<file path="config.mk">
export PLATFORM = sky130hd
export DESIGN_NAME = cb2_buffer_mgr
export DESIGN_NICKNAME = d
export VERILOG_FILES = /design/src/common/cb2_pkg.sv /design/src/hdl/cb2_word_buf.sv /design/src/hdl/cb2_regs.sv /design/src/hdl/cb2_buffer_mgr.sv
export VERILOG_INCLUDE_DIRS = /design/src /design/src/common
export SDC_FILE = /design/constraint.sdc
export NUM_CORES = 2
export LEC_CHECK = 0
export BUFFER_PORTS_ARGS = -buffer_cell sky130_fd_sc_hd__buf_2
export CORE_AREA = 2 2 391 393
export DETAILED_ROUTE_END_ITERATION = 6
export DIE_AREA = 0 0 393 395
export PLACE_DENSITY = 0.4
export SYNTH_ARGS = -nofsm -noshare
export SYNTH_HDL_FRONTEND = slang
export SYNTH_SLANG_ARGS = --single-unit
</file>
<file path="constraint.sdc">
create_clock -name clk -period 40.7 [get_ports clk]
set_input_delay 6.105 -clock clk [delete_from_list [all_inputs] [get_ports clk]]
set_output_delay 6.105 -clock clk [all_outputs]
set_load 0.03 [all_outputs]
</file>
<file path="src/common/cb2_map.svh">
// offsets, field positions, reset values and counts for the circular buffer mode 2 manager
// Overview of operation
// [RULE1] mode two: pingpong clear, circ two set
// [RULE2] descriptor is four words N to N+3
// [RULE3] each message writes info then time-tag
// [RULE4] bad message leaves info pointer unchanged
// [RULE5] good receive data stored from current pointer
// [RULE6] info pointer plus one, test, plus one
// [RULE7] full count restores info and data pointers
// [RULE8] interrupt only when whole block completes
// [RULE9] host should set errored data discard
// [RULE10] control bits 7:4 give count code
// [RULE11] host base has enough trailing zeros
// [RULE12] host allots two info words per message
// [RULE13] host sizes data for 32 words/message
// [RULE14] info pointer stays readable by host
// [RULE15] 128 messages use eight pointer bits
// [RULE16] command selects descriptor to fetch first
// [RULE17] separate buffers per direction and subaddress
// [RULE18] transmit fetches data from current pointer
// [RULE19] block done with both enables raises interrupt
// [RULE20] broadcast transmit writes info, keeps pointers
// [RULE21] current pointer moves past last word
`ifndef CB2_MAP_SVH
`define CB2_MAP_SVH

// ==========================================================
// register port offsets
`define CB2_REG_CTRL        3'h0
`define CB2_REG_DESC_BASE   3'h1
`define CB2_REG_STATUS      3'h2
`define CB2_REG_LAST_INFO   3'h3
`define CB2_REG_BLOCKS      3'h4

// ==========================================================
// register fields and reset values
`define CB2_CTRL_IRQ_EN     0
`define CB2_CTRL_DISCARD    1
`define CB2_CTRL_RESET      2'h0
`define CB2_DESC_BASE_RESET 16'h0000

// ==========================================================
// descriptor word offsets and control word fields
`define CB2_DW_CTRL         2'h0
`define CB2_DW_START        2'h1
`define CB2_DW_CURRENT      2'h2
`define CB2_DW_INFO         2'h3
`define CB2_CW_PINGPONG     15
`define CB2_CW_CIRC_TWO     14
`define CB2_CW_CIRC_ONE     13
`define CB2_CW_BUF_PTR      12
`define CB2_CW_IRQ          11
`define CB2_CW_CODE_MSB     7
`define CB2_CW_CODE_LSB     4

// ==========================================================
// message limits
`define CB2_MAX_WORDS       32

`endif

</file>
<file path="src/common/cb2_pkg.sv">
// types shared by the circular buffer mode 2 manager
`include "cb2_map.svh"
package cb2_pkg;

  typedef enum logic [3:0] {
    S_IDLE, S_FETCH_REQ, S_FETCH_WAIT, S_FETCH_CAP, S_WAIT_MSG, S_TX_WAIT, S_TX_CAP,
    S_WR_INFO, S_WR_TAG, S_STORE, S_WR_CUR, S_WR_INFO_PTR
  } cb2_state_t;

  typedef struct packed {
    cb2_state_t  state;
    logic [1:0]  widx;
    logic [15:0] desc;
    logic [15:0] cw;
    logic [15:0] start_ptr;
    logic [15:0] cur_ptr;
    logic [15:0] info_ptr;
    logic        tr;
    logic        bcast;
    logic [5:0]  cnt;
    logic [5:0]  sidx;
    logic        err;
    logic        busy_ill;
    logic        full;
    logic [15:0] info;
    logic [15:0] tag;
    logic [15:0] ram_addr;
    logic [15:0] ram_wdata;
    logic        ram_we;
    logic        ram_re;
    logic [15:0] tx_word;
    logic        tx_word_valid;
    logic        irq;
    logic        mode_active;
    logic [15:0] last_info_ptr;
    logic [15:0] blocks;
  } cb2_core_t;

  typedef struct packed {
    logic [1:0]  ctrl;
    logic [15:0] desc_base;
    logic [15:0] rdata;
  } cb2_regs_t;

endpackage : cb2_pkg

</file>
<file path="src/hdl/cb2_word_buf.sv">
// holding store for received words until the message completes
`timescale 1ns/100ps
module cb2_word_buf #(
  parameter int WIDTH = 16,
  parameter int DEPTH = 32,
  parameter int AW    = 5
) (
  // clock and reset
  input  wire logic             clk,
  input  wire logic             reset,
  // write side
  input  wire logic             wr_en,
  input  wire logic [AW-1:0]    wr_idx,
  input  wire logic [WIDTH-1:0] wr_data,
  // read side, combinational
  input  wire logic [AW-1:0]    rd_idx,
  output logic      [WIDTH-1:0] rd_data
);

  logic [DEPTH-1:0][WIDTH-1:0] mem;
  logic [DEPTH-1:0][WIDTH-1:0] next_mem;

  always_comb begin
    next_mem = mem;
    if (wr_en) begin
      next_mem[wr_idx] = wr_data;
    end
  end

  always_ff @(posedge clk or posedge reset) begin
    if (reset) begin
      mem <= '0;
    end else begin
      mem <= next_mem;
    end
  end

  assign rd_data = mem[rd_idx];

endmodule : cb2_word_buf

</file>
<file path="src/hdl/cb2_regs.sv">
// host register port of the circular buffer mode 2 manager
`timescale 1ns/100ps
`include "cb2_map.svh"
module cb2_regs
  import cb2_pkg::*;
(
  // clock and reset
  input  wire logic        clk,
  input  wire logic        reset,
  // register port
  input  wire logic [2:0]  reg_addr,
  input  wire logic [15:0] reg_wdata,
  input  wire logic        reg_wr,
  input  wire logic        reg_rd,
  output logic      [15:0] reg_rdata,
  // settings to the core
  output logic             irq_enable,
  output logic             discard_errored,
  output logic      [15:0] desc_base,
  // state from the core
  input  wire logic        busy,
  input  wire logic        mode_active,
  input  wire logic [15:0] last_info_ptr,
  input  wire logic [15:0] blocks
);

  cb2_regs_t r;
  cb2_regs_t next_r;

  always_comb begin
    next_r = r;
    next_r.rdata = 16'h0000;
    if (reg_wr) begin
      if (reg_addr == `CB2_REG_CTRL) begin
        next_r.ctrl = reg_wdata[1:0];
      end else if (reg_addr == `CB2_REG_DESC_BASE) begin
        next_r.desc_base = reg_wdata;
      end
    end
    // unmapped addresses read as zero
    if (reg_rd) begin
      if (reg_addr == `CB2_REG_CTRL) begin
        next_r.rdata = {14'h0000, r.ctrl};
      end else if (reg_addr == `CB2_REG_DESC_BASE) begin
        next_r.rdata = r.desc_base;
      end else if (reg_addr == `CB2_REG_STATUS) begin
        next_r.rdata = {14'h0000, mode_active, busy};
      end else if (reg_addr == `CB2_REG_LAST_INFO) begin
        next_r.rdata = last_info_ptr;
      end else if (reg_addr == `CB2_REG_BLOCKS) begin
        next_r.rdata = blocks;
      end
    end
  end

  always_ff @(posedge clk or posedge reset) begin
    if (reset) begin
      r.ctrl      <= `CB2_CTRL_RESET;
      r.desc_base <= `CB2_DESC_BASE_RESET;
      r.rdata     <= 16'h0000;
    end else begin
      r <= next_r;
    end
  end

  assign reg_rdata       = r.rdata;
  assign irq_enable      = r.ctrl[`CB2_CTRL_IRQ_EN];
  assign discard_errored = r.ctrl[`CB2_CTRL_DISCARD];
  assign desc_base       = r.desc_base;

endmodule : cb2_regs

</file>
<file path="src/hdl/cb2_buffer_mgr.sv">
// descriptor driven buffer manager for one terminal in circular buffer mode 2
//
// Implementation choices: the register addresses and the strobed register port.
`timescale 1ns/100ps
`include "cb2_map.svh"
module cb2_buffer_mgr
  import cb2_pkg::*;
#(
  parameter int MAX_WORDS = `CB2_MAX_WORDS
) (
  // clock and reset
  input  wire logic        clk,
  input  wire logic        reset,
  // host register port
  input  wire logic [2:0]  reg_addr,
  input  wire logic [15:0] reg_wdata,
  input  wire logic        reg_wr,
  input  wire logic        reg_rd,
  output logic      [15:0] reg_rdata,
  // shared ram, read data one cycle after ram_re
  output logic      [15:0] ram_addr,
  output logic      [15:0] ram_wdata,
  output logic             ram_we,
  output logic             ram_re,
  input  wire logic [15:0] ram_rdata,
  // command from the protocol engine
  input  wire logic        msg_start,
  input  wire logic        cmd_tr,
  input  wire logic [4:0]  cmd_subaddr,
  input  wire logic [4:0]  cmd_word_count,
  input  wire logic        cmd_bcast,
  // received words
  input  wire logic        rx_word_valid,
  input  wire logic [15:0] rx_word,
  // transmit words
  input  wire logic        tx_word_req,
  output logic             tx_word_valid,
  output logic      [15:0] tx_word,
  // message completion
  input  wire logic        msg_done,
  input  wire logic        msg_error,
  input  wire logic        msg_busy,
  input  wire logic        msg_illegal,
  input  wire logic [15:0] msg_info_word,
  input  wire logic [15:0] msg_time_tag,
  // status
  output logic             mode_active,
  output logic             message_irq_out
);

  // ==========================================================
  // helpers

  // low bits counted for a given count code
  function automatic logic [15:0] cb2_count_mask(input logic [3:0] code);
    logic [15:0] m;
    m = 16'h0000;
    for (int i = 0; i < 16; i++) begin
      m[i] = (5'(i) < {1'b0, code});
    end
    return m;
  endfunction : cb2_count_mask

  // full count: every counted low bit set after the first increment
  function automatic logic cb2_is_full(input logic [15:0] ptr, input logic [15:0] m);
    return (ptr & m) == m;
  endfunction : cb2_is_full

  // word address inside a buffer
  function automatic logic [15:0] cb2_word_addr(input logic [15:0] base, input logic [5:0] idx);
    return base + {10'h000, idx};
  endfunction : cb2_word_addr

  // ==========================================================
  // register port and receive holding store

  logic        irq_enable;
  logic        discard_errored;
  logic [15:0] desc_base;
  logic        buf_wr;
  logic [15:0] buf_rdata;

  cb2_core_t r;
  cb2_core_t next_r;

  cb2_regs u_regs (
    .clk             (clk),
    .reset           (reset),
    .reg_addr        (reg_addr),
    .reg_wdata       (reg_wdata),
    .reg_wr          (reg_wr),
    .reg_rd          (reg_rd),
    .reg_rdata       (reg_rdata),
    .irq_enable      (irq_enable),
    .discard_errored (discard_errored),
    .desc_base       (desc_base),
    .busy            (r.state != S_IDLE),
    .mode_active     (r.mode_active),
    .last_info_ptr   (r.last_info_ptr),
    .blocks          (r.blocks)
  );

  // holding store lets data reach ram only at completion, never for busy or illegal, and for errored only with discard off
  cb2_word_buf #(
    .WIDTH (16),
    .DEPTH (MAX_WORDS),
    .AW    (5)
  ) u_buf (
    .clk     (clk),
    .reset   (reset),
    .wr_en   (buf_wr),
    .wr_idx  (r.cnt[4:0]),
    .wr_data (rx_word),
    .rd_idx  (r.sidx[4:0]),
    .rd_data (buf_rdata)
  );

  // ==========================================================
  // sequencer

  logic [15:0] mask;
  logic [15:0] info_inc;
  logic        info_full;
  logic [15:0] cur_next;
  logic        store_ok;

  always_comb begin
    // [RULE10] count code selects bits
    mask      = cb2_count_mask(r.cw[`CB2_CW_CODE_MSB:`CB2_CW_CODE_LSB]);
    info_inc  = r.info_ptr + 16'h0001;
    info_full = cb2_is_full(info_inc, mask);
    // full count sends the data pointer back to the buffer start
    cur_next  = info_full ? r.start_ptr : cb2_word_addr(r.cur_ptr, r.cnt);
    store_ok = !r.tr && !r.busy_ill && !(r.err && discard_errored) && (r.cnt != 6'h00);
    buf_wr   = (r.state == S_WAIT_MSG) && rx_word_valid && !r.tr && (r.cnt < 6'(MAX_WORDS));
    next_r               = r;
    next_r.ram_we        = 1'b0;
    next_r.ram_re        = 1'b0;
    next_r.tx_word_valid = 1'b0;
    next_r.irq           = 1'b0;
    case (r.state)
      S_IDLE: begin
        if (msg_start) begin
          // [RULE16] descriptor from direction, subaddress
          // [RULE17] direction splits descriptor pairs
          next_r.desc  = desc_base + {8'h00, cmd_tr, cmd_subaddr, 2'b00};
          next_r.tr    = cmd_tr;
          next_r.bcast = cmd_bcast;
          next_r.widx  = `CB2_DW_CTRL;
          next_r.cnt   = 6'h00;
          next_r.state = S_FETCH_REQ;
        end
      end
      S_FETCH_REQ: begin
        // [RULE2] words at N through N+3
        next_r.ram_re   = 1'b1;
        next_r.ram_addr = r.desc + {14'h0000, r.widx};
        next_r.state    = S_FETCH_WAIT;
      end
      S_FETCH_WAIT: begin
        next_r.state = S_FETCH_CAP;
      end
      S_FETCH_CAP: begin
        next_r.state = S_FETCH_REQ;
        next_r.widx  = r.widx + 2'h1;
        if (r.widx == `CB2_DW_CTRL) begin
          next_r.cw = ram_rdata;
        end else if (r.widx == `CB2_DW_START) begin
          next_r.start_ptr = ram_rdata;
        end else if (r.widx == `CB2_DW_CURRENT) begin
          next_r.cur_ptr = ram_rdata;
        end else begin
          next_r.info_ptr = ram_rdata;
          // [RULE1] circ one and pointer bit ignored
          if (!r.cw[`CB2_CW_PINGPONG] && r.cw[`CB2_CW_CIRC_TWO]) begin
            next_r.mode_active = 1'b1;
            next_r.state       = S_WAIT_MSG;
          end else begin
            // other buffer modes are served elsewhere
            next_r.mode_active = 1'b0;
            next_r.state       = S_IDLE;
          end
        end
      end
      S_WAIT_MSG: begin
        if (msg_done) begin
          next_r.err      = msg_error;
          next_r.busy_ill = msg_busy || msg_illegal;
          next_r.info     = msg_info_word;
          next_r.tag      = msg_time_tag;
          next_r.state    = S_WR_INFO;
        end else if (buf_wr) begin
          next_r.cnt = r.cnt + 6'h01;
        end else if (tx_word_req && r.tr && !r.bcast && (r.cnt < 6'(MAX_WORDS))) begin
          // [RULE18] transmit words from current pointer
          next_r.ram_re   = 1'b1;
          next_r.ram_addr = cb2_word_addr(r.cur_ptr, r.cnt);
          next_r.state    = S_TX_WAIT;
        end
      end
      S_TX_WAIT: begin
        next_r.state = S_TX_CAP;
      end
      S_TX_CAP: begin
        next_r.tx_word       = ram_rdata;
        next_r.tx_word_valid = 1'b1;
        next_r.cnt           = r.cnt + 6'h01;
        next_r.state         = S_WAIT_MSG;
      end
      S_WR_INFO: begin
        // [RULE3] info word at pointer
        next_r.ram_we    = 1'b1;
        next_r.ram_addr  = r.info_ptr;
        next_r.ram_wdata = r.info;
        next_r.state     = S_WR_TAG;
      end
      S_WR_TAG: begin
        // [RULE3] time-tag at next address
        next_r.ram_we    = 1'b1;
        next_r.ram_addr  = info_inc;
        next_r.ram_wdata = r.tag;
        next_r.sidx      = 6'h00;
        if (r.tr && r.bcast) begin
          // [RULE20] broadcast transmit keeps pointers
          next_r.state = S_IDLE;
        end else if (store_ok) begin
          next_r.state = S_STORE;
        end else if (r.err || r.busy_ill) begin
          // [RULE4] bad message, pointer unchanged
          next_r.state = S_IDLE;
        end else begin
          next_r.state = S_WR_CUR;
        end
      end
      S_STORE: begin
        // [RULE5] data from current pointer
        next_r.ram_we    = 1'b1;
        next_r.ram_addr  = cb2_word_addr(r.cur_ptr, r.sidx);
        next_r.ram_wdata = buf_rdata;
        next_r.sidx      = r.sidx + 6'h01;
        if (r.sidx + 6'h01 == r.cnt) begin
          // errored data kept only if discard is off; pointers still frozen
          // [RULE4] errored store leaves pointers
          next_r.state = (r.err || r.busy_ill) ? S_IDLE : S_WR_CUR;
        end
      end
      S_WR_CUR: begin
        // [RULE6] first increment then full test
        // [RULE15] code eight tests eight bits
        next_r.full    = info_full;
        // [RULE21] past last word moved
        next_r.cur_ptr = cur_next;
        if (info_full) begin
          // [RULE7] restore base and start pointer
          next_r.info_ptr = info_inc & ~mask;
        end else begin
          // [RULE6] second increment
          next_r.info_ptr = info_inc + 16'h0001;
        end
        next_r.ram_we    = 1'b1;
        next_r.ram_addr  = r.desc + {14'h0000, `CB2_DW_CURRENT};
        next_r.ram_wdata = cur_next;
        next_r.state     = S_WR_INFO_PTR;
      end
      S_WR_INFO_PTR: begin
        // [RULE14] pointer written back and mirrored
        next_r.ram_we        = 1'b1;
        next_r.ram_addr      = r.desc + {14'h0000, `CB2_DW_INFO};
        next_r.ram_wdata     = r.info_ptr;
        next_r.last_info_ptr = r.info_ptr;
        if (r.full) begin
          next_r.blocks = r.blocks + 16'h0001;
          // [RULE8] only at block completion
          // [RULE19] both enables needed
          next_r.irq = r.cw[`CB2_CW_IRQ] && irq_enable;
        end
        next_r.state = S_IDLE;
      end
      default: begin
        next_r.state = S_IDLE;
      end
    endcase
  end

  always_ff @(posedge clk or posedge reset) begin
    if (reset) begin
      r       <= '0;
      r.state <= S_IDLE;
    end else begin
      r <= next_r;
    end
  end

  // ==========================================================
  // outputs

  assign ram_addr        = r.ram_addr;
  assign ram_wdata       = r.ram_wdata;
  assign ram_we          = r.ram_we;
  assign ram_re          = r.ram_re;
  assign tx_word_valid   = r.tx_word_valid;
  assign tx_word         = r.tx_word;
  assign mode_active     = r.mode_active;
  assign message_irq_out = r.irq;

endmodule : cb2_buffer_mgr

</file>
==> results_dict.tcl <==
set metrics [dict create \
    synthSimpleGateAreaFrac_pct 6.750 \
    io_pins 175 \
    ctsRootBufferMaster "clkbuf_16" \
    final_util_pct 28.63 \
    routabilityCongestion 0.8148 \
    synth_top_area_share_pct 50.52 \
    h-tree-depth 3 \
    status "finished clean" \
    synth_compound_area_share_pct 8.448 \
    ys_top_cells_by_count "dfrtp_1, mux2_2, nand2_1" \
    drv_slew 0 \
    worstPathMaxFanout 82 \
    clkLatencyLatePin_ns 0.72 \
    synth-async-reset-ratio_pct 100.0 \
    core_area_um2 151200 \
    hold_buffers 0 \
    yosysMostFrequentCell "dfrtp_1" \
    post_cts_buffers 0 \
    worst_pin_slew_ns 1.151 \
    fp.dieH_um 395 \
    fillers 15663 \
    final_nets 3259 \
    tns_ns 0 \
    cap_viol_max_count 0 \
    yosysSeqAreaShare_pct 50.52 \
    finalClockSkew_ns 0.05564 \
    clockBufferDepth 3 \
    hold_path.class "flop to flop" \
    synth_xor_area_share_pct 2.242 \
    grt_max_degree 143 \
    period_share_pct 20.82 \
    power_density_nw_per_um2 59.02 \
    path_clk_slew_ns 0.06 \
    vdd_drop_max_mv 0.03191 \
    dpl.hpwl_um 84280 \
    min_period_ns 8.475 \
    cp-end-kind "asynchronous set/reset pin" \
    grt_pass1_wl_um 186100 \
    yosys_warnings 0 \
    antenna_found_initial 11 \
    synth_cell_types 79 \
    use_met1_pct 22.81 \
    r2r_cells 8 \
    max_freq_mhz 118.0 \
    post_synth.cell_area_avg_um2 12.27 \
    top_usage_layer "met2" \
    first_pass_iters 5 \
    synth-main-ff-cell "dfrtp_1" \
    vias 25171 \
    cts_made_buffers 95 \
    p_leak_nw 19.78 \
    drive_gt1_share_pct 35.75 \
    grt_pass1_vias 25920 \
    cts_tree "done" \
    synth.area.mux_share_pct 26.90 \
    drt_iter0_drc 1402 \
    rsz0062_at_grt "false" \
    setup_violations 0 \
    fin_hold_ws_ns 0.4806 \
    cts.sinks 757 \
    vias_per_cell 4.825 \
    drtAntennaViolNets 0 \
    total_power_mw 2.554 \
    io_buffers 169 \
    start_util_pct 24.80 \
    hold_violations 0 \
    synth-seq-cells 757 \
    grt_usage_pct 16.23 \
    drt-wirelength-per-cell_um 24.18 \
    hold_depth 2 \
    arrival_ns 9.20 \
    slew-limit-headroom_pct 23.11 \
    yosys-top-cells-area "dfrtp_1, mux2_2, mux4_2, mux2i_1, nand2_1" \
    wl_um 126200 \
    synth-edff-count 0 \
    synthAdderAreaFrac_pct 1.381 \
    drc 0 \
    syn_nets 3201 \
    use_met3_pct 2.279 \
    die_w_um 393 \
    yosysTopAreaCell "dfrtp_1" \
    gr-usage-met2_pct 26.24 \
    worstPathRequired_ns 41.43 \
    synth_area_um2 37500 \
    synth_top_family_by_area "multiplexers" \
    grt_overflow 0 \
    syn_inst 3056 \
    dieArea_um2 155200 \
    cp-start-kind "input port" \
    worstSetupPathType "input port to asynchronous set/reset pin" \
    rows 143 \
    cts_resized 0 \
    area_growth_pct 15.41 \
]
[worst max-delay path, stage by stage]
cell and delay (ns):
buf_2 0.14, inv_8 0.42, buf_4 0.71, buf_4 0.80, buf_4 0.79
[path summary, 6_finish.rpt]
check	startpoint	slack [ns]	end
setup / recovery	reset	32.22	u_buf.mem[452]
hold / removal	r[16]	0.48	r[16]
setup reg to reg	r[120]	35.58	ram_wdata[6]
hold reg to reg	r[16]	0.48	r[16]
max in group clk	rx_word_valid	32.45	u_buf.mem[244]
min in group asynchronous	reset	5.48	u_regs.reg_rdata[7]
[metrics by stage]
stage | setup WS, ns | area, um2 | cells
after global placement | 31.27 | 40160 | 5047
after detailed placement | 31.28 | 40160 | 5047
after CTS | 32.08 | 43270 | 5213
final | 32.22 | 43280 | 5217
after floorplan | 13.35 | 37500 | 3056
after global routing | 31.72 | 43270 | 5213
[final cells by class]
class                   count  area, um2  share of cell area, %
flip-flops and latches    757      18960                  43.80
multi-input cells        1994      17170                  39.68
clock buffers             138       2760                  6.378
well taps                2030       2540                  5.869
repair buffers            240       1391                  3.215
clock inverters            28      345.3                 0.7979
inverters                  26      105.1                 0.2428
diodes                      4      10.01                0.02313
[state kept, by name, summed over array words and instances (netlist names)]
register and count:
ram_we 1, u_buf.mem 512, u_regs.irq_enable 1, r 158
tx_word_valid 1, u_regs.reg_rdata 16, message_irq_out 1, u_regs.discard_errored 1
ram_addr 16, ram_re 1, ram_wdata 16, u_regs.desc_base 16
tx_word 16, mode_active 1
[cells by family (layout without fill, tap and decap cells)]
group | after synthesis | in the layout
other | 0 | 4
DFF | 757 | 757
xor gates and xnor gates | 96 | 96
adders and majority gates | 39 | 39
AOI/OAI and AO/OA | 489 | 489
and+or+nand+nor | 545 | 545
buffers and inverters | 305 | 432
muxes | 825 | 825
[layer usage]
| metal | vias up | routed length [um] |
|---|---|---|
| met2 | 473 | 59490 |
| li1 | 11260 | - |
| met5 | - | 25 |
| met4 | 4 | 2927 |
| met1 | 13269 | 59610 |
| met3 | 165 | 4113 |
[power by group]
| group | leakage [nW] | internal (mW) | total [mW] | switching (mW) |
|---|---|---|---|---|
| logic | 8.02 | 0.262 | 0.706 | 0.444 |
| registers | 10.2 | 0.854 | 1.00 | 0.147 |
| clock network | 1.53 | 0.496 | 0.848 | 0.351 |
| total | 19.8 | 1.61 | 2.55 | 0.943 |
[placed cells by master, fill, tap and decap left out, types with 22 or more instances in the layout]
| master | n |
|---|---|
| o21ai_0 | 106 |
| mux4_2 | 82 |
| dfrtp_1 | 753 |
| nor3_1 | 30 |
| buf_2 | 169 |
| clkbuf_16 | 96 |
| buf_4 | 70 |
| mux2i_1 | 101 |
| ha_1 | 35 |
| nand2_1 | 208 |
| xor2_1 | 48 |
| inv_1 | 25 |
| clkbuf_1 | 22 |
| a21oi_1 | 131 |
| nand3_1 | 44 |
| mux2_2 | 641 |
| nor2_1 | 140 |
| o221ai_1 | 29 |
| xnor2_1 | 48 |
| o22ai_1 | 51 |
(Power assumes the default switching activity.)
